## config.mk

```make
export PLATFORM = sky130hd
export DESIGN_NAME = anvpa_ctrl
export DESIGN_NICKNAME = d
export VERILOG_FILES = /design/src/rtl/anvpa_timer.v /design/src/rtl/anvpa_ctrl.v
export VERILOG_INCLUDE_DIRS = /design/src /design/src/rtl
export SDC_FILE = /design/constraint.sdc
export NUM_CORES = 1
export LEC_CHECK = 0
export BUFFER_PORTS_ARGS = -buffer_cell sky130_fd_sc_hd__buf_2
export CAP_MARGIN = 30
export CELL_PAD_IN_SITES_DETAIL_PLACEMENT = 0
export CELL_PAD_IN_SITES_GLOBAL_PLACEMENT = 1
export CORE_MARGIN = 2
export CORE_UTILIZATION = 39
export DETAILED_ROUTE_END_ITERATION = 16
export PLACE_DENSITY = 0.76
export SETUP_SLACK_MARGIN = 0.2
export SKIP_CTS_REPAIR_TIMING = 1
export SYNTH_ARGS = -nofsm -noshare
export SYNTH_HDL_FRONTEND = slang
export SYNTH_SLANG_ARGS = --single-unit
```

## constraint.sdc

```tcl
create_clock -name clk -period 2.7 [get_ports clk]
set_input_delay 0.27 -clock clk [delete_from_list [all_inputs] [get_ports clk]]
set_output_delay 0.27 -clock clk [all_outputs]
set_load 0.01 [all_outputs]
```

## src/rtl/anvpa_map.vh

```
// Timing and pin constants for the x32 page-mode memory controller.
// Assumes a 40 MHz clock; counts are derived from ns figures.
`ifndef ANVPA_MAP_VH
`define ANVPA_MAP_VH
// ==========================================
// Clock
`define ANVPA_CLK_PS 25000
// ==========================================
// Times in picoseconds as printed in ns
`define ANVPA_T_CYCLE_PS 45000
`define ANVPA_T_WPULSE_PS 25000
`define ANVPA_T_RECOV_PS 15000
`define ANVPA_T_READ_PS 45000
`define ANVPA_T_PAGE_READ_PS 20000
`define ANVPA_T_PWP_PS 7500
`define ANVPA_T_PWC_PS 30000
`define ANVPA_T_PGS_PS 10000
`define ANVPA_T_EP_PS 45000
`define ANVPA_T_HIZ_PS 15000
// ==========================================
// Cycle counts, least times rounded up
`define ANVPA_CYC(ps) (((ps) + `ANVPA_CLK_PS - 1) / `ANVPA_CLK_PS)
// Extra dwell for the two-flop read data synchroniser
`define ANVPA_SYNC_CYC 1
// ==========================================
// Command codes and sequencer timer width
`define ANVPA_CMD_READ 1'b0
`define ANVPA_CMD_WRITE 1'b1
`define ANVPA_TW 4
`endif

```

## src/rtl/anvpa_timer.v

```verilog
// Down-counting wait timer used by the controller sequencer.
// Assumes one clock domain and a synchronous high reset.
module anvpa_timer #(
    parameter W = 4
) (
    input wire clk,
    input wire rst,
    input wire load,
    input wire [W-1:0] count,
    output wire done
);
    reg [W-1:0] cnt_q;
    always @(posedge clk) begin
        if (rst) begin
            cnt_q <= {W{1'b0}};
        end else if (load) begin
            cnt_q <= count;
        end else if (cnt_q != {W{1'b0}}) begin
            cnt_q <= cnt_q - {{(W-1){1'b0}}, 1'b1};
        end
    end
    assign done = (cnt_q == {W{1'b0}}) && !load;
endmodule

```

## src/rtl/anvpa_ctrl.v

```verilog
// Host controller for an asynchronous x32 non-volatile SRAM-style memory.
// Assumes a user side on clk issuing one request at a time; memory pins async.
// Function
// - Write drives select and write strobe low; data pins carry the word.
// - Read holds select and output gate low, strobe high; memory drives word.
// - Output gate stays high during writes; write ends on strobe rising.
// - Single write strobe pulse lasts at least 25 ns.
// - Address is valid before the write strobe falls; page-write hits drive the address and the strobe fall on the same clock edge.
// - Page entry: page select low with select high 10 ns before select falls.
// - Page exit: page select high 10 ns before next select falls.
// - Upper address change opens a page; new low bits load adjacent words.
// - Select stays low through a page write; raising it aborts.
// - Page write strobe low and high at least 7.5 ns each.
// - Select stays low at least 45 ns per page access.
// - At least 30 ns from select falling to strobe rising in page writes.
// - On 8 Gb parts each bank select acts as the chip select.
`include "anvpa_map.vh"
module anvpa_ctrl #(
    parameter AW = 28,
    parameter DW = 32
) (
    input wire clk,
    input wire rst,
    input wire req_valid,
    input wire req_cmd,
    input wire req_page,
    input wire [AW-1:0] req_addr,
    input wire [DW-1:0] req_wdata,
    output reg req_ready,
    output reg rsp_valid,
    output reg [DW-1:0] rsp_rdata,
    output reg bank_low_select_n,
    output reg bank_high_select_n,
    output reg gate_n,
    output reg strobe_n,
    output reg page_select_n,
    output reg [AW-2:0] addr_o,
    output reg [DW-1:0] dq_o,
    output reg dq_oe_n,
    input wire [DW-1:0] dq_i
);
    // ==========================================
    // Cycle counts; integer results cut to the timer width on purpose
    localparam integer N_CYCLE = `ANVPA_CYC(`ANVPA_T_CYCLE_PS);
    localparam integer N_WP = `ANVPA_CYC(`ANVPA_T_WPULSE_PS);
    localparam integer N_REC = `ANVPA_CYC(`ANVPA_T_RECOV_PS);
    localparam integer N_RD = `ANVPA_CYC(`ANVPA_T_READ_PS) + `ANVPA_SYNC_CYC;
    localparam integer N_PRD = `ANVPA_CYC(`ANVPA_T_PAGE_READ_PS) + `ANVPA_SYNC_CYC;
    localparam integer N_PWP = `ANVPA_CYC(`ANVPA_T_PWP_PS);
    localparam integer N_PWC = `ANVPA_CYC(`ANVPA_T_PWC_PS);
    localparam integer N_PGS = `ANVPA_CYC(`ANVPA_T_PGS_PS);
    localparam integer N_EP = `ANVPA_CYC(`ANVPA_T_EP_PS);
    localparam integer N_HIZ = `ANVPA_CYC(`ANVPA_T_HIZ_PS);
    localparam [3:0] C_CYCLE = N_CYCLE[3:0];
    localparam [3:0] C_WP = N_WP[3:0];
    localparam [3:0] C_REC = N_REC[3:0];
    localparam [3:0] C_RD = N_RD[3:0];
    localparam [3:0] C_PRD = N_PRD[3:0];
    localparam [3:0] C_PWP = N_PWP[3:0];
    localparam [3:0] C_PWC = N_PWC[3:0];
    localparam [3:0] C_PGS = N_PGS[3:0];
    localparam [3:0] C_EP = N_EP[3:0];
    localparam [3:0] C_HIZ = N_HIZ[3:0];
    // ==========================================
    // States
    localparam [3:0] S_IDLE = 4'h0;
    localparam [3:0] S_MODE = 4'h1;
    localparam [3:0] S_RSEL = 4'h2;
    localparam [3:0] S_RDONE = 4'h3;
    localparam [3:0] S_WSTB = 4'h4;
    localparam [3:0] S_WREC = 4'h5;
    localparam [3:0] S_GAP = 4'h6;
    localparam [3:0] S_PHOLD = 4'h7;
    localparam [3:0] S_PWH = 4'h8;
    localparam [3:0] S_HIZ = 4'h9;
    reg [3:0] st_q;
    reg page_q;
    reg open_q;
    reg bank_q;
    reg cmd_q;
    reg [AW-4:0] upper_q;
    reg ep_q;
    reg [3:0] ep_cnt_q;
    reg [DW-1:0] dq_s1_q;
    reg [DW-1:0] dq_s2_q;
    reg tload;
    reg [3:0] tcount;
    wire tdone;
    wire bank_w = req_addr[AW-1];
    wire hit = open_q && page_q && (req_page == page_q) && (bank_w == bank_q) && (req_addr[AW-2:2] == upper_q);
    anvpa_timer #(.W(`ANVPA_TW)) u_tmr (
        .clk(clk),
        .rst(rst),
        .load(tload),
        .count(tcount),
        .done(tdone)
    );
    // Read data passes two flops; dwell times add one cycle of margin.
    always @(posedge clk) begin
        dq_s1_q <= dq_i;
        dq_s2_q <= dq_s1_q;
    end
    // Bank select low time counter, enforces the select low minimum per page access.
    always @(posedge clk) begin
        if (rst || bank_low_select_n && bank_high_select_n) begin
            ep_cnt_q <= 4'h0;
        end else if (ep_cnt_q != C_EP) begin
            ep_cnt_q <= ep_cnt_q + 4'h1;
        end
        ep_q <= rst ? 1'b0 : (ep_cnt_q == C_EP);
    end
    // ==========================================
    // Sequencer
    always @(posedge clk) begin
        tload <= 1'b0;
        tcount <= 4'h0;
        rsp_valid <= 1'b0;
        if (rst) begin
            st_q <= S_IDLE;
            req_ready <= 1'b0;
            bank_low_select_n <= 1'b1;
            bank_high_select_n <= 1'b1;
            gate_n <= 1'b1;
            strobe_n <= 1'b1;
            page_select_n <= 1'b1;
            addr_o <= {(AW-1){1'b0}};
            dq_o <= {DW{1'b0}};
            dq_oe_n <= 1'b1;
            rsp_rdata <= {DW{1'b0}};
            page_q <= 1'b0;
            open_q <= 1'b0;
            bank_q <= 1'b0;
            cmd_q <= 1'b0;
            upper_q <= {(AW-3){1'b0}};
        end else begin
            case (st_q)
            S_IDLE: begin
                req_ready <= 1'b1;
                if (req_valid && req_ready) begin
                    req_ready <= 1'b0;
                    addr_o <= req_addr[AW-2:0];
                    dq_o <= req_wdata;
                    // Command is kept here so the setup path never rereads the request pins
                    cmd_q <= req_cmd;
                    if (hit) begin
                        if (req_cmd == `ANVPA_CMD_WRITE) begin
                            gate_n <= 1'b1;
                            dq_oe_n <= 1'b0;
                            strobe_n <= 1'b0;
                            tload <= 1'b1;
                            tcount <= C_PWP;
                            st_q <= S_WSTB;
                        end else begin
                            dq_oe_n <= 1'b1;
                            gate_n <= 1'b0;
                            tload <= 1'b1;
                            tcount <= C_PRD;
                            st_q <= S_RSEL;
                        end
                    end else begin
                        // Close any open access first; also the page entry/exit lead time.
                        bank_low_select_n <= 1'b1;
                        bank_high_select_n <= 1'b1;
                        gate_n <= 1'b1;
                        page_select_n <= ~req_page;
                        page_q <= req_page;
                        open_q <= 1'b0;
                        bank_q <= bank_w;
                        upper_q <= req_addr[AW-2:2];
                        tload <= 1'b1;
                        tcount <= C_PGS;
                        st_q <= S_MODE;
                    end
                end else if (open_q && page_q && ep_q && req_valid && !hit) begin
                    st_q <= S_IDLE;
                end
            end
            S_MODE: begin
                if (tdone) begin
                    // One bank only, shared data pins.
                    bank_low_select_n <= bank_q;
                    bank_high_select_n <= ~bank_q;
                    open_q <= page_q;
                    tload <= 1'b1;
                    if (cmd_q == `ANVPA_CMD_WRITE) begin
                        gate_n <= 1'b1;
                        dq_oe_n <= 1'b0;
                        strobe_n <= 1'b0;
                        tcount <= page_q ? C_PWC : C_WP;
                        st_q <= S_WSTB;
                    end else begin
                        gate_n <= 1'b0;
                        tcount <= C_RD;
                        st_q <= S_RSEL;
                    end
                end
            end
            S_RSEL: begin
                if (tdone) begin
                    rsp_rdata <= dq_s2_q;
                    rsp_valid <= 1'b1;
                    st_q <= S_RDONE;
                end
            end
            S_RDONE: begin
                if (page_q) begin
                    st_q <= S_PHOLD;
                end else begin
                    gate_n <= 1'b1;
                    bank_low_select_n <= 1'b1;
                    bank_high_select_n <= 1'b1;
                    tload <= 1'b1;
                    tcount <= C_HIZ;
                    st_q <= S_HIZ;
                end
            end
            S_WSTB: begin
                if (tdone) begin
                    strobe_n <= 1'b1;
                    tload <= 1'b1;
                    tcount <= page_q ? C_PWP : C_REC;
                    st_q <= page_q ? S_PWH : S_WREC;
                end
            end
            S_PWH: begin
                if (tdone) begin
                    dq_oe_n <= 1'b1;
                    st_q <= S_PHOLD;
                end
            end
            S_WREC: begin
                if (tdone) begin
                    bank_low_select_n <= 1'b1;
                    bank_high_select_n <= 1'b1;
                    dq_oe_n <= 1'b1;
                    st_q <= S_GAP;
                end
            end
            S_HIZ: begin
                if (tdone) begin
                    st_q <= S_GAP;
                end
            end
            S_GAP: begin
                // Recovery after deselect; covers cycle time with margin.
                tload <= 1'b1;
                tcount <= C_CYCLE - C_WP;
                st_q <= S_PHOLD;
            end
            S_PHOLD: begin
                // Page stays open here; a miss closes it only after the low minimum.
                if (!open_q || ep_q) begin
                    if (tdone) begin
                        st_q <= S_IDLE;
                    end
                end
            end
            default: begin
                st_q <= S_IDLE;
            end
            endcase
        end
    end
endmodule

```

Word level (Yosys, flattened, before mapping)
Cells that the tools add are included.
- flip-flop bits (word level): 210
- logic and storage cells: 156
- output and inout port bits: 99
- input bits: 97
- $add $sub $neg: 2
- muxes and demuxes: 59
- eq/ne operators: 30
- reduce and logical (&&, ||, !) cells: 37
- bitwise gates (word level): 4
- operators with widths (operator ; number):
    2-to-1 mux 4 bit ; 16
    case mux 4 bit (9 select lines) ; 1
    2-to-1 mux 1 bit ; 28
    != test 2 bit, second input constant ; 13
    == test 25 bit ; 1
    case mux 4 bit (5 select lines) ; 1
    == test 4 x 3 -> 1 bit, second input constant ; 4
    == test 4 x 2 -> 1 bit, second input constant ; 3
    case mux 1 bit (4 select lines) ; 3
    AND reduction 6 bit ; 2
    logical AND 1 bit ; 10
    case mux 1 bit (3 select lines) ; 3
    nonzero test 3 bit ; 3
    == test 4 bit, second input constant ; 2
    logical NOT 4 bit ; 2
    2-to-1 mux 2 bit ; 4
    AND reduction 4 bit ; 2
    AND reduction 8 bit ; 1
    nonzero test 4 bit ; 2
    OR reduction 2 bit ; 4
    AND reduction 7 bit ; 1
    2-to-1 mux 3 bit ; 2
    adder 4 x 1 -> 4 bit, second input constant ; 1
    == test 4 x 1 -> 1 bit, second input constant ; 1
    other kinds (12) ; 22

Depth between registers and ports, before layout
Gate-level depths: netlist (run 1).
- depth after elaboration: 9
- depth in mapped cells: 9
- depth with buffers taken out: 8

Cells and area by module
Synthesis (run 1) repeated with hierarchy kept, for this count alone.
- cell total of the unflattened synthesis: 801
- area total of the unflattened synthesis: 7313.3 sq um
- by module, submodules not included (module ; area each (sq um) ; cells each ; instances ; sequential area each (sq um)):
    anvpa_ctrl ; 7080.5 ; 775 ; 1 ; 4083.9
    anvpa_timer ; 232.7 ; 26 ; 1 ; 80.1

Worst setup path after synthesis (run 1)
OpenSTA, ideal clock, no wires.
- kind: register to register
- start: reg u_tmr.cnt_q[0]
- end: reg rsp_rdata[10]
- arrival: 1913 ps
- period minus slack after synthesis: 2045 ps
- stages on the path, launching flop included: 10
- data required time: 2568 ps
- path slack: 655 ps
- buffers on the path: 3
- cell sequence: dfxtp_1 > inv_1 > ha_1 > or4b_1 > buf_2 > or4_1 > buf_2 > buf_6 > nand2_1 > a21oi_1
- word-level cells in the longest chain between the ends: 3
- ends and longest elaborated chain (element ; RTL line ; source):
    start, declared ; anvpa_timer.v:12 ; reg [W-1:0] cnt_q;
    start signal, assigned ; anvpa_timer.v:15 ; cnt_q <= {W{1'b0}};
    start signal, assigned ; anvpa_timer.v:17 ; cnt_q <= count;
    start signal, assigned ; anvpa_timer.v:19 ; cnt_q <= cnt_q - {{(W-1){1'b0}}, 1'b1};
    logical NOT 4 bit ; anvpa_timer.v:22 ; assign done = (cnt_q == {W{1'b0}}) && !load;
    logical AND 1 bit ; anvpa_timer.v:22 ;
    AND reduction 2 bit (no source line) ; - ;
    end signal, assigned ; anvpa_ctrl.v:129 ; rsp_rdata <= {DW{1'b0}};
    end signal, assigned ; anvpa_ctrl.v:200 ; rsp_rdata <= dq_s2_q;
    end, declared ; anvpa_ctrl.v:31 ; output reg [DW-1:0] rsp_rdata,
Every way passes these cells.
A chain may end at the register's enable or synchronous reset.

Worst setup path in the final report (run 1)
- start: reg u_tmr.cnt_q[0]
- end: reg rsp_rdata[1]
The elaborated chain is that of the path after synthesis.

==> results of run 1 <==
-- cell type report --
class,instances,area [um2],area share [%]
inverters,9,33.8,0.352
clock buffers,30,662,6.90
clock inverters,5,115,1.20
well taps,229,287,2.99
flip-flops and latches,208,4160,43.4
repair buffers,251,1500,15.6
multi-input cells,524,2830,29.5
-- cell families (layout without fill, tap and decap cells) --
kind of cell	count (synthesis)	count (layout)	synth area share [%]
buffers and inverters	57	295	3.81
AO/OA/AOI/OAI	150	150	11.7
flip-flops	208	208	57.4
AND/OR/NAND/NOR	313	313	19.2
XOR/XNOR	29	29	3.50
multiplexers	29	29	4.00
adder cells (fa/ha/maj)	3	3	0.517
-- placed cells by master (no fill, tap or decap), types with 7 or more instances in the layout --
cell type and count:
nand4_1 7, dlygate4sd3_1 39, buf_2 194, inv_1 9, a21oi_1 105, nor3_1 12
clkbuf_16 23, dfxtp_1 208, xor2_1 12, mux2i_1 29, buf_4 18, nor2_1 50
nand2_1 198, xnor2_1 17, o21ai_0 12
-- worst min path at each step --
stage                  endpoint  cells after the start  slack, ns
finish                 dq_o[31]                      3     -0.003
global route           dq_o[19]                      3      0.004
CTS                 dq_s1_q[30]                      1      -0.16
detailed placement  dq_s2_q[21]                      0       0.31
global placement     dq_s2_q[8]                      0       0.31
floorplan            dq_s1_q[0]                      0       0.30
-- synth_stat cells, types with 2 or more instances --
library cell	instances
dfxtp_1	208
nand2_1	198
a21oi_1	105
nor2_1	50
clkbuf_1	30
mux2i_1	29
xnor2_1	17
nor3_1	12
o21ai_0	12
xor2_1	12
inv_1	9
buf_2	8
buf_6	7
nand4_1	7
a211oi_1	6
and3_1	6
nand2b_1	6
nand3_1	6
o211ai_1	6
a31oi_1	3
buf_1	3
ha_1	3
or2_2	3
or3_1	3
a22oi_1	2
and4b_1	2
nand3b_1	2
nand4b_1	2
nand4bb_1	2
nor2b_1	2
nor4_1	2
nor4_2	2
o2111ai_1	2
o22a_1	2
o32a_1	2
or4_1	2
-- registers in the layout (all words and copies together) (netlist names), 2 cells and up --
signal and flops:
addr_o 27, dq_o 32, dq_s1_q 32, dq_s2_q 32, ep_cnt_q 4, rsp_rdata 32
st_q 4, tcount 2, u_tmr.cnt_q 4, upper_q 25
-- per-layer routing --
layer	share of wire [%]	track usage, %
met2	46	28.0
met4	2.0	5.00
met1	46	23.6
met5	0	0
met3	6.0	4.48
-- report_power, final --
part	total (mW)	internal, mW	leakage, nW	switching, mW
logic	2.01	0.829	2.10	1.18
clock network	3.21	2.00	0.384	1.22
registers	3.65	3.43	1.71	0.221
total	8.87	6.26	4.19	2.61
-- critical path: cells and delay by family, from the launching register on --
| family | cells | cell delay [ns] |
|---|---|---|
| AND/OR/NAND/NOR | 3 | 1.21 |
| flip-flops | 1 | 0.33 |
| buffers and inverters | 2 | 0.33 |
| adder cells (fa/ha/maj) | 1 | 0.24 |
| AO/OA/AOI/OAI | 1 | 0.07 |
==> results_dict.tcl, run 1 <==
set metrics [dict create \
    grt_pass1_wl_mm 28.4 \
    row_count 49 \
    grt_usage_pct 17.5 \
    wirelength_mm 18.1 \
    port_buffers 195 \
    hold-worst-slack_ns -0.00311 \
    p_leak_nw 4.19 \
    endpoint_kind "flip-flop" \
    r2r_slack_ns 0.39 \
    dp_slack_ns 0.394 \
    place_inst 1182 \
    worst_pin_slew_ns 0.647 \
    peakVddDrop_mv 0.680 \
    drv_slew 0 \
    initial_core_util_pct 40.1 \
    syn_area_um2 7260 \
    wl_per_cell_um 14.4 \
    hpwlAfterDp_mm 12.1 \
    slew_headroom_pct 56.8 \
    ys_warn_count 0 \
    hold_viol 2 \
    rr_worst_depth 7 \
    crit_required_ns 3.07 \
    fin_setup_tns_ns 0 \
    synth_cells 789 \
    synth_top_area_share_pct 57.4 \
    grt_max_degree 50 \
    postPlaceCellArea_um2 8420 \
    cap_violations 0 \
    synthTopCellsByArea "dfxtp_1, nand2_1, a21oi_1" \
    period_share_pct 85.5 \
    crit_path_max_incr_delay_ns 0.65 \
    areaGrowthSynthToFinish_pct 32.1 \
    post-route-util_pct 53.0 \
    cts_tree "yes" \
    powerDensity_nw_per_um2 926 \
    num_vias 6030 \
    drt_iter0_markers 346 \
    drive_above_1_share_pct 24.9 \
    routabilityCongestion 0.811 \
    synth_top_flop_cell "dfxtp_1" \
    synth.avg_cell_area_um2 9.20 \
    worst_clock_skew_ns 0.0163 \
    min_from "req_wdata[31]" \
    fin_area_um2 9590 \
    dr.pass1.iters 4 \
    die_w_um 140 \
    ys_seq_area_share_pct 57.4 \
    cp_slowest_cell "or4b_1" \
    worst_slack_ns 0.391 \
    setup_viol_count_final 0 \
    synth_edf_count 0 \
    antenna_found_initial 0 \
    core_um2 18100 \
    grt_overflow_total 0 \
    drc 0 \
    grt_pass1_vias 5487 \
    htreeDepth 1 \
    path_clk_slew_ns 0.06 \
    num_antenna_cells 0 \
    numClockSinks 208 \
    cp-start-kind "flip-flop" \
    layoutNonFillerInstCount 1256 \
    reg2reg_to "rsp_rdata[1]" \
    async_flop_share_pct 0 \
    netlist.top_cell.by_area "dfxtp_1" \
    fmax_mhz 433 \
    cts_made_buffers 23 \
    synth_fp_nets 889 \
    status "finished with violations" \
    grt_setup_unrepaired "no" \
    ys_seq_elements 208 \
    root_buffer "clkbuf_16" \
    path_class "flip-flop to flip-flop" \
    fin_nets 1117 \
    reg2reg_from "u_tmr.cnt_q[0]" \
    insertion_delay_ns 0.51 \
    critPathMaxFanout 33 \
    drtAntennaViolNets 0 \
    clock_path_buffers 3 \
    io-pin-count 196 \
    endpoint "rsp_rdata[1]" \
    ys_types 52 \
    die_h_um 140 \
    crit_arrival_ns 2.68 \
    violations "hold timing" \
    hold_path_class "input pin to flip-flop" \
    die_area_um2 19700 \
    startpoint "u_tmr.cnt_q[0]" \
    drt-vias-per-instance 4.80 \
    nFillCells 1697 \
    crit_chain "inv_1, ha_1, or4b_1, or4_1, buf_4, nand2_1, a21oi_1" \
    p_total_mw 8.87 \
    fin_crit_ns 2.31 \
]
Note: power is estimated with default switching activity, not from simulation.
==> run 2, diff against run 1 <==
- PLACE_DENSITY: 0.76 -> 0.78
==> results_dict.tcl, run 2 (synthesis gave the netlist of run 1 again) <==
set metrics [dict create \
    routabilityCongestion 0.781 \
    crit_required_ns 3.07 \
    clock_path_buffers 3 \
    dr.pass1.iters 5 \
    worst_pin_slew_ns 0.681 \
    crit_arrival_ns 2.62 \
    fmax_mhz 443 \
    p_sw_share_pct 30.5 \
    path_class "flip-flop to flip-flop" \
    hold-worst-slack_ns -0.00796 \
    endpoint_kind "flip-flop" \
    grt_pass1_wl_mm 28.3 \
    powerDensity_nw_per_um2 904 \
    hold_viol 2 \
    port_buffers 195 \
    nFillCells 1714 \
    htreeDepth 1 \
    final_cell_mix "dfxtp_1, nand2_1, buf_2" \
    holdPathEnd "dq_o[2]" \
    grt_max_degree 56 \
    grt_usage_pct 17.4 \
    drive_above_1_share_pct 24.6 \
    path_clk_slew_ns 0.06 \
    initial_core_util_pct 40.1 \
    grt_setup_unrepaired "no" \
    areaGrowthSynthToFinish_pct 31.2 \
    setup_viol_count_final 0 \
    hold_depth 3 \
    slew_headroom_pct 54.5 \
    hold_path_class "input pin to flip-flop" \
    final_common_cell "dfxtp_1" \
    multi_input_area_um2 2830 \
    r2r_slack_ns 0.44 \
    die_area_um2 19700 \
    share_seq_of_total_power_pct 42.5 \
    status "finished with violations" \
    hpwlAfterDp_mm 11.9 \
    critPathMaxFanout 29 \
    die_w_um 140 \
    drt-vias-per-instance 4.83 \
    fin_nets 1115 \
    io-pin-count 196 \
    layoutNonFillerInstCount 1258 \
    worst_clock_skew_ns 0.0204 \
    row_count 49 \
    place_inst 1179 \
    insertion_delay_ns 0.51 \
    core_um2 18100 \
    wl_per_cell_um 14.4 \
    drtAntennaViolNets 0 \
    p_leak_nw 4.16 \
    drv_slew 0 \
    rr_worst_depth 7 \
    grt_overflow_total 0 \
    cap_violations 0 \
    drt_iter0_markers 381 \
    violations "hold timing" \
    numClockSinks 208 \
    num_antenna_cells 0 \
    final-seq-area_um2 4160 \
    fin_setup_tns_ns 0 \
    min_from "req_wdata[2]" \
    root_buffer "clkbuf_16" \
    drc 0 \
    cp-start-kind "flip-flop" \
    die_h_um 140 \
    period_share_pct 83.6 \
    grt_pass1_vias 5535 \
    cell_internal_pwr_mw 5.99 \
    cts_tree "yes" \
    cts_made_buffers 23 \
    reg2reg_from "page_q" \
    clkPwrFrac_pct 34.0 \
    wirelength_mm 18.2 \
    reg2reg_to "upper_q[2]" \
    antenna_found_initial 0 \
    power.share.combinational_pct 23.4 \
    peakVddDrop_mv 0.714 \
    power.switching_mw 2.63 \
    fin_crit_ns 2.26 \
    num_vias 6082 \
]
==> run 2: changes by cell type in the layout (fill, tap and decap cells not counted), sizes merged <==
| cell | before | now |
|---|---|---|
| clkbuf | 30 | 33 |
| dlygate4sd3 | 39 | 40 |
| clkinvlp | 0 | 1 |
| inv | 10 | 11 |
| clkinv | 1 | 3 |
| bufinv | 3 | 0 |
| buf | 212 | 209 |
==> run 2: critical path, stage by stage, from the launching register on <==
cell	delay, ns
dfxtp_1	0.52
nand3_1	0.16
nand4bb_1	0.21
nor4_2	0.45
a21o_1	0.24
buf_12	0.23
mux2i_1	0.23
nor2_1	0.05
==> run 2: cell type report <==
type                       count  area share (%)
tap                          229            3.01
clock buffer                  33            6.96
clock inverter                 6           0.539
timing repair buffer         249            15.7
sequential                   208            43.7
multi-input combinational    524            29.7
inverter                       9           0.355
==> run 2: power by group through the flow <==
stage / logic, mW / clock network (mW) / registers, mW
2_1_floorplan: 1.26 / 0 / 3.77
4_1_cts: 1.99 / 3.03 / 3.66
6_report: 2.02 / 2.93 / 3.66
5_1_grt: 2.25 / 3.14 / 3.71
3_3_place_gp: 1.97 / 0 / 3.71
3_5_place_dp: 1.98 / 0 / 3.72
==> run 2: metrics by stage <==
| stage | hold slack [ns] | setup slack, ns | util, % | instance area, um2 | power (mW) |
|---|---|---|---|---|---|
| 5_1_grt | 0.00175 | 0.283 | 52.7 | 9520 | 9.11 |
| 3_3_place_gp | 0.310 | 0.473 | 46.5 | 8410 | 5.68 |
| 6_report | -0.00796 | 0.444 | 52.7 | 9520 | 8.61 |
| 4_1_cts | -0.165 | 0.462 | 50.4 | 9120 | 8.67 |
| 2_1_floorplan | 0.298 | 0.655 | - | 7260 | 5.04 |
| 3_5_place_dp | 0.312 | 0.479 | 46.5 | 8410 | 5.70 |
==> run 2: worst max-delay path by stage <==
stage	from	end	slack, ns	depth (start not counted)
after global placement	page_q	upper_q[13]	0.47	7
final	page_q	upper_q[2]	0.44	7
after global routing	page_q	upper_q[8]	0.28	7
after CTS	u_tmr.cnt_q[0]	st_q[1]	0.46	9
after detailed placement	u_tmr.cnt_q[0]	st_q[1]	0.48	9
after floorplan	u_tmr.cnt_q[0]	rsp_rdata[10]	0.65	9
==> run 2: routing by layer <==
layer  up-vias  global-route usage, %  share of wire (%)
met1      2781                   22.2                 44
met4         0                   4.41                1.9
met3        29                   5.06                6.9
li1       3106                      -                  -
met5         -                      0                  0
met2       166                   29.1                 47
